===== src/hdl/reg_access_map.svh =====
// Offsets, field positions and cycle counts for the register access ports.
// Assumes inclusion by bare name from the design and verification files.
`ifndef REG_ACCESS_MAP_SVH
`define REG_ACCESS_MAP_SVH

// Index of each pin in the synchroniser bundle
`define SY_SCK        0
`define SY_SSN        1
`define SY_MOSI       2
`define SY_MDC        3
`define SY_MDIO       4
`define SY_FAST       5
`define SY_PADDR_LO   6
`define SY_PADDR_HI   8
`define SY_WIDTH      9
`define SY_RESET_VAL  9'h01_2

// Serial instruction layout
`define SPI_LAST_BIT  6'h37
`define SPI_DATA_BITS 6'h20
`define SPI_CMD_POS   55
`define SPI_CHAN_HI   54
`define SPI_CHAN_LO   53
`define SPI_DEV_HI    52
`define SPI_DEV_LO    48
`define SPI_REG_HI    47
`define SPI_REG_LO    32

// Management frame counts
`define MDIO_PRE_MIN   6'h20
`define MDIO_HDR_LAST  6'h0C
`define MDIO_TA_LAST   6'h01
`define MDIO_DATA_LAST 6'h0F
`define MDIO_OP_ADDR   2'h0
`define MDIO_OP_WRITE  2'h1
`define MDIO_OP_RDINC  2'h2
`define MDIO_OP_READ   2'h3

// Register groups by device number
`define DEV_LINE_PMA  5'h01
`define DEV_RATE_COMP 5'h04
`define DEV_LINE_KR   5'h07
`define DEV_HOST_PMA  5'h09
`define DEV_HOST_KR   5'h0F
`define DEV_GLOBAL    5'h1E

`endif


===== src/hdl/reg_access_pkg.sv =====
// Types shared by the register access port logic.
// Assumes the map header supplies all numeric constants.
package reg_access_pkg;

  typedef enum logic [1:0] {
    MDIO_PRE  = 2'b00,
    MDIO_HDR  = 2'b01,
    MDIO_TA   = 2'b10,
    MDIO_DATA = 2'b11
  } mdio_state_t;

  typedef enum logic {
    SPI_CMD_READ  = 1'b0,
    SPI_CMD_WRITE = 1'b1
  } spi_cmd_t;

endpackage : reg_access_pkg


===== src/hdl/reg_access_ports.sv =====
// Serial register access front end: SPI slave and clause-45 management slave.
// Assumes one register space behind reg_* answering with reg_ack; both
// serial clocks are sampled by mclk, which must run far faster than them.
`include "reg_access_map.svh"

// Contract
// RULE1 - One access port at a time; no arbitration.
// RULE2 - Devices 1, 4, 7, 9, F and 1E group the registers.
// RULE3 - Management data rate at most 2.5 Mbps.
// RULE4 - Management port does address, write, read and read-increment.
// RULE5 - Four port addresses: three strap bits over two channel bits.
// RULE6 - Host writes the upper half first, then the lower.
// RULE7 - Never lower half first, never one half only.
// RULE8 - Read-increment at lower half gives 15:0; next read gives 31:16.
// RULE9 - Full read sequence per register; no chained increments.
// RULE10 - Wide register: two management addresses; SPI sees full words.
// RULE11 - SPI active only with select low; else MISO released.
// RULE12 - MOSI is sampled on every rising SCK edge.
// RULE13 - SPI instruction is 56 bits: command, 23 address, 32 data.
// RULE14 - Most significant bit first, 55 down to 0, both directions.
// RULE15 - Bit 55 command, 54:53 channel, 52:48 device, 47:32 register, 31:0 data.
// RULE16 - A write stores its 32-bit data in the addressed register.
// RULE17 - Master clocks all data bits on reads too; values ignored.
// RULE18 - Reads pipelined: previous read's data returns in the next.
// RULE19 - Undefined bits and unmapped addresses read as zero.
// RULE20 - Read after write shows the write data on MISO.
// RULE21 - Write after read shows all zeros in the MISO data field.
// RULE22 - Default timing moves MISO on falling SCK.
// RULE23 - Select high clears the bit counter and drops partial instructions.
module reg_access_ports (
  input  wire logic        mclk,
  input  wire logic        resetn,
  input  wire logic        spi_sck,
  input  wire logic        spi_ssn_n,
  input  wire logic        spi_mosi,
  input  wire logic        spi_fast_mode,
  output logic             spi_miso,
  output logic             spi_miso_oe,
  input  wire logic        mdc,
  input  wire logic        mdio_in,
  output logic             mdio_out,
  output logic             mdio_oe,
  input  wire logic [2:0]  port_addr_strap,
  output logic             reg_req,
  output logic             reg_we,
  output logic [1:0]       reg_chan,
  output logic [4:0]       reg_dev,
  output logic [15:0]      reg_num,
  output logic [31:0]      reg_wdata,
  input  wire logic        reg_ack,
  input  wire logic        reg_hit,
  input  wire logic [31:0] reg_rdata
);

  function automatic logic dev_known(input logic [4:0] dev);
    dev_known = (dev == `DEV_LINE_PMA) || (dev == `DEV_RATE_COMP) ||
                (dev == `DEV_LINE_KR) || (dev == `DEV_HOST_PMA) ||
                (dev == `DEV_HOST_KR) || (dev == `DEV_GLOBAL);  // RULE2
  endfunction : dev_known

  // Pin synchronisers
  logic [`SY_WIDTH-1:0] pin_lvl;
  logic [`SY_WIDTH-1:0] pin_rise;
  logic [`SY_WIDTH-1:0] pin_fall;

  pin_sync #(
    .WIDTH   (`SY_WIDTH),
    .RST_VAL (`SY_RESET_VAL)
  ) u_sync (
    .mclk   (mclk),
    .resetn (resetn),
    .din    ({port_addr_strap, spi_fast_mode, mdio_in, mdc, spi_mosi, spi_ssn_n, spi_sck}),
    .lvl    (pin_lvl),
    .rise   (pin_rise),
    .fall   (pin_fall)
  );

  // SPI slave
  logic [5:0]  spi_cnt_ff;
  logic [55:0] spi_rx_ff;
  logic        spi_cmd_ff;
  logic        prev_cmd_ff;
  logic [22:0] prev_addr_ff;
  logic [31:0] prev_data_ff;
  logic        miso_ff;
  logic        miso_oe_ff;
  logic        sck_rise_d_ff;
  logic        pend_spi_ff;

  wire         ssn_low   = ~pin_lvl[`SY_SSN];                            // RULE11
  wire         sck_rise  = pin_rise[`SY_SCK] & ssn_low;                  // RULE12
  wire         sck_fall  = pin_fall[`SY_SCK] & ssn_low;
  wire [55:0]  spi_rx_nxt = {spi_rx_ff[54:0], pin_lvl[`SY_MOSI]};        // RULE14
  wire         spi_done  = sck_rise & (spi_cnt_ff == `SPI_LAST_BIT);     // RULE13
  wire         spi_is_wr = (spi_rx_nxt[`SPI_CMD_POS] == reg_access_pkg::SPI_CMD_WRITE);
  wire [4:0]   spi_dev   = spi_rx_nxt[`SPI_DEV_HI:`SPI_DEV_LO];          // RULE15
  wire         spi_go    = spi_done & dev_known(spi_dev);
  wire         spi_ack   = reg_ack & pend_spi_ff;

  // Transmit side: header of the previous instruction, then its data field
  wire [5:0]   spi_idx   = `SPI_LAST_BIT - spi_cnt_ff;                   // RULE14
  wire [5:0]   hdr_idx   = spi_idx - `SPI_DATA_BITS;
  wire [23:0]  spi_hdr   = {prev_cmd_ff, prev_addr_ff};
  wire         zero_data = spi_cmd_ff & ~prev_cmd_ff;                    // RULE21
  wire         data_bit  = ~zero_data & prev_data_ff[spi_idx[4:0]];      // RULE18 RULE20
  wire         spi_tx    = (spi_idx >= `SPI_DATA_BITS) ? spi_hdr[hdr_idx[4:0]] : data_bit;
  // Fast mode waits a cycle so the counter has moved
  wire         miso_upd  = pin_lvl[`SY_FAST] ? sck_rise_d_ff : sck_fall; // RULE22

  wire [5:0]   nxt_spi_cnt = !ssn_low ? 6'h00 :                          // RULE23
                             spi_done ? 6'h00 :
                             sck_rise ? spi_cnt_ff + 6'h01 : spi_cnt_ff;

  always_ff @(posedge mclk) begin
    if (!resetn) begin
      spi_cnt_ff    <= 6'h00;
      spi_rx_ff     <= '0;
      spi_cmd_ff    <= 1'b0;
      sck_rise_d_ff <= 1'b0;
    end else begin
      spi_cnt_ff    <= nxt_spi_cnt;
      sck_rise_d_ff <= sck_rise;
      if (sck_rise) begin
        spi_rx_ff <= spi_rx_nxt;                                         // RULE12
      end
      if (sck_rise && spi_cnt_ff == 6'h00) begin
        spi_cmd_ff <= pin_lvl[`SY_MOSI];
      end
    end
  end

  // Previous-instruction record that feeds MISO
  always_ff @(posedge mclk) begin
    if (!resetn) begin
      prev_cmd_ff  <= 1'b0;
      prev_addr_ff <= '0;
      prev_data_ff <= 32'h0000_0000;
    end else if (spi_done) begin
      prev_cmd_ff  <= spi_rx_nxt[`SPI_CMD_POS];
      prev_addr_ff <= spi_rx_nxt[`SPI_CHAN_HI:`SPI_REG_LO];
      // Write data echoes; a read clears until its fetch returns
      prev_data_ff <= spi_is_wr ? spi_rx_nxt[31:0] : 32'h0000_0000;     // RULE20 RULE19
    end else if (spi_ack) begin
      prev_data_ff <= reg_hit ? reg_rdata : 32'h0000_0000;              // RULE18 RULE19
    end
  end

  always_ff @(posedge mclk) begin
    if (!resetn) begin
      miso_ff    <= 1'b0;
      miso_oe_ff <= 1'b0;
    end else begin
      miso_oe_ff <= ssn_low;                                             // RULE11
      if (pin_fall[`SY_SSN] || miso_upd) begin
        miso_ff <= spi_tx;                                               // RULE22
      end
    end
  end

  assign spi_miso    = miso_ff;
  assign spi_miso_oe = miso_oe_ff;

  // Management slave
  reg_access_pkg::mdio_state_t m_state_ff;
  reg_access_pkg::mdio_state_t nxt_m_state;
  logic [5:0]  m_cnt_ff;
  logic [5:0]  nxt_m_cnt;
  logic [15:0] m_sh_ff;
  logic [1:0]  m_op_ff;
  logic [1:0]  m_chan_ff;
  logic [4:0]  m_dev_ff;
  logic        m_match_ff;
  logic [15:0] m_addr_ff [4];
  logic [15:0] m_hi_wr_ff;
  logic [15:0] m_lo_rd_ff;
  logic [15:0] m_hi_rd_ff;
  logic [15:0] m_tx_ff;
  logic        mdio_out_ff;
  logic        mdio_oe_ff;
  logic        pend_mdio_ff;

  wire         mdc_rise  = pin_rise[`SY_MDC];                            // RULE3
  wire         mdio_bit  = pin_lvl[`SY_MDIO];
  wire [12:0]  hdr_nxt   = {m_sh_ff[11:0], mdio_bit};
  wire [15:0]  d_nxt     = {m_sh_ff[14:0], mdio_bit};
  wire [1:0]   hdr_op    = hdr_nxt[11:10];
  wire [1:0]   hdr_chan  = hdr_nxt[6:5];
  wire [4:0]   hdr_dev   = hdr_nxt[4:0];
  wire         hdr_match = ~hdr_nxt[12] & (hdr_nxt[9:7] == pin_lvl[`SY_PADDR_HI:`SY_PADDR_LO]); // RULE5
  wire         hdr_end   = mdc_rise & (m_state_ff == reg_access_pkg::MDIO_HDR) &
                           (m_cnt_ff == `MDIO_HDR_LAST);
  wire         ta_first  = mdc_rise & (m_state_ff == reg_access_pkg::MDIO_TA) &
                           (m_cnt_ff == 6'h00) & m_match_ff & m_op_ff[1];
  wire         ta_load   = mdc_rise & (m_state_ff == reg_access_pkg::MDIO_TA) &
                           (m_cnt_ff == `MDIO_TA_LAST) & m_match_ff & m_op_ff[1];
  wire         data_end  = mdc_rise & (m_state_ff == reg_access_pkg::MDIO_DATA) &
                           (m_cnt_ff == `MDIO_DATA_LAST) & m_match_ff;
  wire [15:0]  hdr_addr  = m_addr_ff[hdr_chan];
  wire [15:0]  cur_addr  = m_addr_ff[m_chan_ff];
  // Address bit 0 selects the half: 0 is bits 15:0, 1 is bits 31:16
  wire         rd_low    = hdr_end & hdr_match & hdr_op[1] & ~hdr_addr[0];        // RULE10
  wire         mdio_rd_go = rd_low & dev_known(hdr_dev);                          // RULE8
  wire         mdio_wr_go = data_end & (m_op_ff == `MDIO_OP_WRITE) & ~cur_addr[0] &
                            dev_known(m_dev_ff);                                   // RULE6 RULE7
  wire [15:0]  rd_word   = cur_addr[0] ? m_hi_rd_ff : m_lo_rd_ff;                 // RULE8 RULE9
  wire         mdio_ack  = reg_ack & pend_mdio_ff;

  always_comb begin
    nxt_m_state = m_state_ff;
    nxt_m_cnt   = m_cnt_ff;
    if (mdc_rise) begin
      case (m_state_ff)
        reg_access_pkg::MDIO_PRE: begin
          if (mdio_bit) begin
            nxt_m_cnt = (m_cnt_ff == `MDIO_PRE_MIN) ? m_cnt_ff : m_cnt_ff + 6'h01;
          end else begin
            if (m_cnt_ff == `MDIO_PRE_MIN) begin
              nxt_m_state = reg_access_pkg::MDIO_HDR;
            end
            nxt_m_cnt = 6'h00;
          end
        end
        reg_access_pkg::MDIO_HDR: begin
          if (m_cnt_ff == `MDIO_HDR_LAST) begin
            nxt_m_state = hdr_match ? reg_access_pkg::MDIO_TA : reg_access_pkg::MDIO_PRE;
            nxt_m_cnt   = 6'h00;
          end else begin
            nxt_m_cnt = m_cnt_ff + 6'h01;
          end
        end
        reg_access_pkg::MDIO_TA: begin
          if (m_cnt_ff == `MDIO_TA_LAST) begin
            nxt_m_state = reg_access_pkg::MDIO_DATA;
            nxt_m_cnt   = 6'h00;
          end else begin
            nxt_m_cnt = m_cnt_ff + 6'h01;
          end
        end
        reg_access_pkg::MDIO_DATA: begin
          if (m_cnt_ff == `MDIO_DATA_LAST) begin
            nxt_m_state = reg_access_pkg::MDIO_PRE;
            nxt_m_cnt   = 6'h00;
          end else begin
            nxt_m_cnt = m_cnt_ff + 6'h01;
          end
        end
        default: begin
          nxt_m_state = reg_access_pkg::MDIO_PRE;
          nxt_m_cnt   = 6'h00;
        end
      endcase
    end
  end

  always_ff @(posedge mclk) begin
    if (!resetn) begin
      m_state_ff <= reg_access_pkg::MDIO_PRE;
      m_cnt_ff   <= 6'h00;
      m_sh_ff    <= 16'h0000;
      m_op_ff    <= `MDIO_OP_ADDR;
      m_chan_ff  <= 2'h0;
      m_dev_ff   <= 5'h00;
      m_match_ff <= 1'b0;
    end else begin
      m_state_ff <= nxt_m_state;
      m_cnt_ff   <= nxt_m_cnt;
      if (mdc_rise) begin
        m_sh_ff <= d_nxt;
      end
      if (hdr_end) begin
        m_op_ff    <= hdr_op;                                            // RULE4
        m_chan_ff  <= hdr_chan;
        m_dev_ff   <= hdr_dev;
        m_match_ff <= hdr_match;
      end
    end
  end

  // One address register per channel
  for (genvar c = 0; c < 4; c++) begin : g_addr
    always_ff @(posedge mclk) begin
      if (!resetn) begin
        m_addr_ff[c] <= 16'h0000;
      end else if (data_end && m_chan_ff == 2'(c)) begin
        if (m_op_ff == `MDIO_OP_ADDR) begin
          m_addr_ff[c] <= d_nxt;                                         // RULE4
        end else if (m_op_ff == `MDIO_OP_RDINC) begin
          m_addr_ff[c] <= m_addr_ff[c] + 16'h0001;                       // RULE4 RULE8
        end
      end
    end
  end

  // Half-word staging for wide registers
  always_ff @(posedge mclk) begin
    if (!resetn) begin
      m_hi_wr_ff <= 16'h0000;
      m_lo_rd_ff <= 16'h0000;
      m_hi_rd_ff <= 16'h0000;
    end else begin
      if (data_end && m_op_ff == `MDIO_OP_WRITE && cur_addr[0]) begin
        m_hi_wr_ff <= d_nxt;                                             // RULE6
      end
      if (rd_low && !dev_known(hdr_dev)) begin
        m_lo_rd_ff <= 16'h0000;                                          // RULE19
        m_hi_rd_ff <= 16'h0000;
      end else if (mdio_ack) begin
        m_lo_rd_ff <= reg_hit ? reg_rdata[15:0] : 16'h0000;              // RULE8 RULE19
        m_hi_rd_ff <= reg_hit ? reg_rdata[31:16] : 16'h0000;
      end
    end
  end

  // Read bits leave after a rising MDC; the host samples a period later
  always_ff @(posedge mclk) begin
    if (!resetn) begin
      mdio_out_ff <= 1'b0;
      mdio_oe_ff  <= 1'b0;
      m_tx_ff     <= 16'h0000;
    end else if (ta_first) begin
      mdio_out_ff <= 1'b0;
      mdio_oe_ff  <= 1'b1;
    end else if (ta_load) begin
      mdio_out_ff <= rd_word[15];                                        // RULE8
      m_tx_ff     <= {rd_word[14:0], 1'b0};
    end else if (mdc_rise && m_state_ff == reg_access_pkg::MDIO_DATA && mdio_oe_ff) begin
      if (m_cnt_ff == `MDIO_DATA_LAST) begin
        mdio_oe_ff <= 1'b0;
      end else begin
        mdio_out_ff <= m_tx_ff[15];
        m_tx_ff     <= {m_tx_ff[14:0], 1'b0};
      end
    end
  end

  assign mdio_out = mdio_out_ff;
  assign mdio_oe  = mdio_oe_ff;

  // Shared register request
  logic        reg_req_ff;
  logic        reg_we_ff;
  logic [1:0]  reg_chan_ff;
  logic [4:0]  reg_dev_ff;
  logic [15:0] reg_num_ff;
  logic [31:0] reg_wdata_ff;

  // Ports never overlap, so SPI simply takes precedence
  wire         mdio_go     = mdio_rd_go | mdio_wr_go;                    // RULE1
  wire         nxt_req     = spi_go | mdio_go;
  wire         nxt_we      = spi_go ? spi_is_wr : mdio_wr_go;
  wire [1:0]   nxt_chan    = spi_go ? spi_rx_nxt[`SPI_CHAN_HI:`SPI_CHAN_LO] :
                             (mdio_rd_go ? hdr_chan : m_chan_ff);
  wire [4:0]   nxt_dev     = spi_go ? spi_dev : (mdio_rd_go ? hdr_dev : m_dev_ff);
  wire [15:0]  mdio_addr   = mdio_rd_go ? hdr_addr : cur_addr;
  wire [15:0]  nxt_num     = spi_go ? spi_rx_nxt[`SPI_REG_HI:`SPI_REG_LO] :
                             {1'b0, mdio_addr[15:1]};                    // RULE10
  wire [31:0]  nxt_wdata   = spi_go ? spi_rx_nxt[31:0] : {m_hi_wr_ff, d_nxt}; // RULE16 RULE7

  always_ff @(posedge mclk) begin
    if (!resetn) begin
      reg_req_ff   <= 1'b0;
      reg_we_ff    <= 1'b0;
      reg_chan_ff  <= 2'h0;
      reg_dev_ff   <= 5'h00;
      reg_num_ff   <= 16'h0000;
      reg_wdata_ff <= 32'h0000_0000;
      pend_spi_ff  <= 1'b0;
      pend_mdio_ff <= 1'b0;
    end else begin
      reg_req_ff <= nxt_req;
      if (nxt_req) begin
        reg_we_ff    <= nxt_we;                                          // RULE16
        reg_chan_ff  <= nxt_chan;
        reg_dev_ff   <= nxt_dev;
        reg_num_ff   <= nxt_num;
        reg_wdata_ff <= nxt_wdata;
      end
      // A new fetch wins over the acknowledge of an older one
      pend_spi_ff  <= (spi_go & ~spi_is_wr) | (pend_spi_ff & ~reg_ack);  // RULE18
      pend_mdio_ff <= mdio_rd_go | (pend_mdio_ff & ~reg_ack);
    end
  end

  assign reg_req   = reg_req_ff;
  assign reg_we    = reg_we_ff;
  assign reg_chan  = reg_chan_ff;
  assign reg_dev   = reg_dev_ff;
  assign reg_num   = reg_num_ff;
  assign reg_wdata = reg_wdata_ff;

endmodule : reg_access_ports


===== src/hdl/pin_sync.sv =====
// Two-flop synchroniser with edge detection for a bundle of pins.
// Assumes pins are asynchronous to mclk and slow against it.
module pin_sync #(
  parameter int               WIDTH   = 1,
  parameter logic [WIDTH-1:0] RST_VAL = '0
) (
  input  wire logic             mclk,
  input  wire logic             resetn,
  input  wire logic [WIDTH-1:0] din,
  output logic      [WIDTH-1:0] lvl,
  output logic      [WIDTH-1:0] rise,
  output logic      [WIDTH-1:0] fall
);

  logic [WIDTH-1:0] meta_ff;
  logic [WIDTH-1:0] sync_ff;
  logic [WIDTH-1:0] last_ff;

  // Only sync_ff reads meta_ff; edges are taken from the stable stages
  for (genvar i = 0; i < WIDTH; i++) begin : g_bit
    always_ff @(posedge mclk) begin
      if (!resetn) begin
        meta_ff[i] <= RST_VAL[i];
        sync_ff[i] <= RST_VAL[i];
        last_ff[i] <= RST_VAL[i];
      end else begin
        meta_ff[i] <= din[i];
        sync_ff[i] <= meta_ff[i];
        last_ff[i] <= sync_ff[i];
      end
    end
    assign lvl[i]  = sync_ff[i];
    assign rise[i] = sync_ff[i] & ~last_ff[i];
    assign fall[i] = ~sync_ff[i] & last_ff[i];
  end

endmodule : pin_sync


===== config.mk =====
export PLATFORM = sky130hd
export DESIGN_NAME = reg_access_ports
export DESIGN_NICKNAME = d
export VERILOG_FILES = /design/src/hdl/reg_access_pkg.sv /design/src/hdl/reg_access_ports.sv /design/src/hdl/pin_sync.sv
export VERILOG_INCLUDE_DIRS = /design/src /design/src/hdl
export SDC_FILE = /design/constraint.sdc
export NUM_CORES = 1
export LEC_CHECK = 0
export CAP_MARGIN = 0
export CORE_AREA = 10 10 212 214
export CTS_CLUSTER_SIZE = 25
export DETAILED_ROUTE_END_ITERATION = 10
export DIE_AREA = 0 0 222 224
export DONT_BUFFER_PORTS = 1
export GPL_TIMING_DRIVEN = 0
export PLACE_DENSITY_LB_ADDON = 0.08
export SLEW_MARGIN = 5
export SYNTH_ARGS = -nofsm -noshare
export SYNTH_HDL_FRONTEND = slang
export SYNTH_HIERARCHICAL = 1
export SYNTH_SLANG_ARGS = --single-unit

===== constraint.sdc =====
create_clock -name mclk -period 2.9 [get_ports mclk]
set_clock_uncertainty 0.05 [all_clocks]
set_input_delay 0.435 -clock mclk [delete_from_list [all_inputs] [get_ports mclk]]
set_output_delay 0.435 -clock mclk [all_outputs]
set_load 0.05 [all_outputs]

After elaboration in Yosys (flattened, before gate mapping)
Memory sizes are Yosys's and may differ from the RTL's. A register that Yosys moved wholly into a read port is not among the register bits. Index checks and enable logic that the tools add are counted. Widths: inputs -> output; s select.

Add/sub/neg operators: 8. Order comparisons: 3. Equality and inequality tests: 40. Mux-type cells: 84. Bitwise gates (word level): 60. Reductions and logical operators: 44.

Operator list (count): $mux 16 (16); $mux 32 (5); $add 16x1->16 const B (4); $mux 1 (40); $and 1x1->1 (35); $eq 5x3->1 const B (6); $eq 5x4->1 const B (6); $mux 6 (5); $mux 2 (12); $pmux 6 s4 (1); $logic_or 1x1->1 (16); $eq 5x1->1 const B (3); $eq 5x5->1 const B (3); $not 1->1 (13); $add 6x1->6 const B (2); $eq 6x4->1 const B (2); $eq 6x6->1 const B (2); $logic_not 6->1 (2); $lt 5x6->1 const B (2); $or 1x1->1 (12); $bmux 1 s5 (2); $eq 2x2->1 const B (5); $logic_and 1x1->1 (10); $mux 5 (2); other kinds (18) (33).

Bits in registers: 300. Bits in writable memories: 64. Input bits: 45. Word-level logic and storage cells: 291. Memories kept: 1.

Memory list: m_addr_ff (words 4, width 16, rd ports 6, clocked after memory_dff 2, wr ports 4, line reg_access_ports.sv:173) `logic [15:0] m_addr_ff [4];`.

Longest topological paths before layout
Depth in word-level cells: 11. Gate-level depth with buffers: 11. Mapped depth without buffers: 8.

Cells and area by module
The synthesis kept the hierarchy.

By module, submodules not included: reg_access_ports (times used 1, cells an instance 1923, area an instance 17302.8 sq um, sequential area each 7567.3 sq um); pin_sync (times used 1, cells an instance 74, area an instance 850.8 sq um, sequential area each 540.5 sq um).

Least setup slack after synthesis
Ideal clock, no wire load.

Path kind: register to register. From: register u_sync.sync_ff[3] (netlist: u_sync/lvl[3]). To: memory m_addr_ff[2][0] (enable). Library setup time: 0.372 ns. Arrival: 2.329 ns. Setup slack: 0.149 ns. Cell stages (with the launch flop): 8. Buffers on the path: 3. Clock period less this slack: 2.751 ns. Cell sequence: dfxtp_1 -> nor2b_1 -> buf_1 -> nand3_1 -> or4_1 -> clkbuf_1 -> clkbuf_1 -> nand2_1.

RTL lines: from (decl) (line pin_sync.sv:16) `logic [WIDTH-1:0] sync_ff;`; from (signal, indexed assignment) (line pin_sync.sv:24) `sync_ff[i] <= RST_VAL[i];`; from (signal, indexed assignment) (line pin_sync.sv:28) `sync_ff[i] <= meta_ff[i];`; to (decl) (line reg_access_ports.sv:173).

Worst setup path in the final report
From: register m_cnt_ff[2]. To: register m_tx_ff[12].

Word-level cells in the longest chain between the ends: 6. Elaborated cells on any way between the ends: 14. Those cells by class: eq/ne: 3; mux: 1; bitwise: 7; reduce/logical: 3.

Ends and longest elaborated chain: from (decl) (line reg_access_ports.sv:166) `logic [5:0] m_cnt_ff;`; from (signal assigned) (line reg_access_ports.sv:266) `m_cnt_ff <= nxt_m_cnt;`; $eq 6x1->1 (no line) / $logic_not 6->1 (equally long branches); $and 1x1->1 (on tied branches) (line reg_access_ports.sv:194, reg_access_ports.sv:192); $and 1x1->1 (on tied branches) (2 in series) (line reg_access_ports.sv:194, reg_access_ports.sv:193); $ne 2x2->1 (no line), or another cell as far along; $reduce_and 3->1 (no line); to (signal assigned) (line reg_access_ports.sv:325) `m_tx_ff <= {rd_word[14:0], 1'b0};`; to (signal assigned) (line reg_access_ports.sv:331) `m_tx_ff <= {m_tx_ff[14:0], 1'b0};`; to (decl) (line reg_access_ports.sv:177) `logic [15:0] m_tx_ff;`.

Parallel ways exist; a longest one is shown, timed or not. A chain may end at the register's enable or synchronous reset.

==> results_dict.tcl <==
set metrics [dict create \
    cts.path.max_buffers 3 \
    critPathArrivalTime_ns 3.18 \
    grt_first_pass_wirelength_um 89200 \
    worst_setup_path_end_kind "flip-flop" \
    dp_hpwl_um 44200 \
    setup_viol 0 \
    cts_tree "done" \
    gr-total-overflow 0 \
    globalplace.congestion 0.901 \
    area.growth.synth_to_final_pct 14.5 \
    combPwrFrac_pct 4.0 \
    finalCritPeriodShare_pct 95.8 \
    htreeDepth 2 \
    max_slew_margin_pct 9.51 \
    crit_path_max_fanout 10 \
    dr.pass1.iters 7 \
    postSynthCellCount 1971 \
    final_layout_size_suffix_gt1_share_pct 9.18 \
    switching_share_pct 23.1 \
    fin_cells 2625 \
    switchingPower_w 0.00256 \
    cp-start-kind "flip-flop" \
    clock-root-buffer "clkbuf_16" \
    cts-buffers-inserted 43 \
    worst_r2r_path_depth 9 \
    placed_cells 2503 \
    start_util_pct 44.1 \
    min_path_cells 2 \
    numPortBuffers 0 \
    pwr-share-seq_pct 48.1 \
    path_class "reg -> reg" \
    netlist_area_mm2 0.0179 \
    first_iter_violations 1276 \
    post_drt_wl_per_cell_um 22.6 \
    antenna_left 0 \
    yosysWarnings 6 \
    maxCapViolations 0 \
    grt_pass1_vias 14500 \
    multi_input_area_mm2 0.00921 \
    cts.sinks 367 \
    power_density_mw_per_mm2 541 \
    syn_nets 2027 \
    fill_cells 3810 \
    dieArea_mm2 0.0497 \
    final_common_cell "nand2_1" \
    clk_pin_slew_worst_paths_ns 0.06 \
    fin_nets 2113 \
    timing.final.crit_period_ns 2.78 \
    setup_tns_ns 0 \
    routed_via_density 5.72 \
    wl_um 59200 \
    avgSynthCellArea_um2 9.08 \
    clockPowerShare_pct 47.9 \
    ir_worst_vdd_v 0.000317 \
    num_rows 74 \
    hold_viol 0 \
    grt_max_degree 19 \
    vias 15000 \
    slew_viol_final 0 \
    die_w_um 222 \
    grt_usage_pct 22.9 \
    clk_latency_ns 0.57 \
    core_mm2 0.0406 \
    mostFrequentLayoutCells "391 x nand2_1, 299 x dfxtp_1, 207 x nand3_1" \
    p_leak_nw 7.31 \
    fmax_mhz 360 \
    worst_slew_pin_slew_ns 1.35 \
    drc 0 \
    hold_class "in -> reg" \
    regArea_mm2 0.00799 \
    required_ns 3.30 \
    die_h_um 224 \
    grt_setup_unrepaired "true" \
    internal-power_w 0.00853 \
    run_status "complete, no violations" \
    antenna_found_initial 2 \
    ios 106 \
]
## path summary, 6_finish.rpt
kind	start	end	slack, ns
hold / removal	reg_ack	pend_spi_ff$_SDFF_PN0_	0.06
hold reg to reg	u_sync/meta_ff[1]$_SDFF_PN1_	u_sync/lvl[1]$_SDFF_PN1_	0.36
setup reg to reg	m_cnt_ff[2]$_SDFFE_PN0P_	m_tx_ff[12]$_SDFFE_PN0P_	0.12
setup / recovery	m_cnt_ff[2]$_SDFFE_PN0P_	m_tx_ff[12]$_SDFFE_PN0P_	0.12
## per-stage QoR
step / setup WS, ns / cell area [µm²] / total power, W / hold slack, ns / utilization, %
2_1_floorplan: 0.173 / 17900 / 0.00567 / 0.335 / -
3_3_place_gp: -0.923 / 18600 / 0.00581 / 0.345 / 45.8
3_5_place_dp: -0.956 / 18600 / 0.00582 / 0.352 / 45.8
4_1_cts: 0.00945 / 20500 / 0.0112 / 0.0310 / 50.5
5_1_grt: -0.0545 / 20500 / 0.0114 / 0.0531 / 50.5
6_report: 0.121 / 20500 / 0.0111 / 0.0564 / 50.5
## worst max-delay path: stages, from the launching register on
cell	delay [ns]
dfxtp_1	0.30
buf_2	0.20
nor4bb_1	0.61
nand2_1	0.16
nand3_1	0.30
a21bo_2	0.19
buf_2	0.21
buf_2	0.34
mux2i_1	0.24
nor2b_1	0.06
## sequential cells by signal (all words and copies together), names as in the netlist, 2 cells and up, named ones only
register        cells
m_sh_ff            15
m_op_ff             2
m_addr_ff          64
m_chan_ff           2
m_lo_rd_ff         16
m_cnt_ff            6
u_sync/meta_ff      9
prev_data_ff       32
m_hi_wr_ff         16
reg_chan            2
spi_rx_ff          55
u_sync/last_ff      3
m_dev_ff            5
spi_cnt_ff          6
u_sync/lvl          9
m_hi_rd_ff         16
reg_num            16
reg_dev             5
reg_wdata          32
m_tx_ff            15
prev_addr_ff       23
## area by class of cell
class | instances | share of cell area, %
timing repair buffer | 46 | 2.23
clock inverter | 14 | 0.391
tap | 532 | 3.25
buffer | 168 | 3.54
sequential | 367 | 39.0
clock buffer | 65 | 6.35
antenna | 2 | 0.0244
multi-input combinational | 1416 | 44.9
inverter | 15 | 0.275
## repair_timing
action | in CTS | in global routing
setup endpoints to repair | 177 | 139
cloned | 1 | 0
buffers inserted | 1 | 0
gates resized for setup | 22 | 20
endpoints found under the hold margin | 45 | 0
pin swaps | 2 | 0
hold buffers | 45 | 0
## power groups by stage
stage          Clock [W]  Combinational (W)  Sequential [W]
2_1_floorplan          0           0.000264         0.00541
3_3_place_gp           0           0.000370         0.00544
3_5_place_dp           0           0.000373         0.00544
4_1_cts          0.00541           0.000435         0.00533
5_1_grt          0.00560           0.000470         0.00534
6_report         0.00532           0.000439         0.00534
## per-layer routing
layer	vias to the layer above	wire length, µm	track usage [%]
met2	442	28000	38.0
met1	7326	26000	29.6
met4	0	1640	7.20
met5	-	0	0
li1	7164	-	-
met3	81	3580	4.36
(Power assumes the default switching activity.)
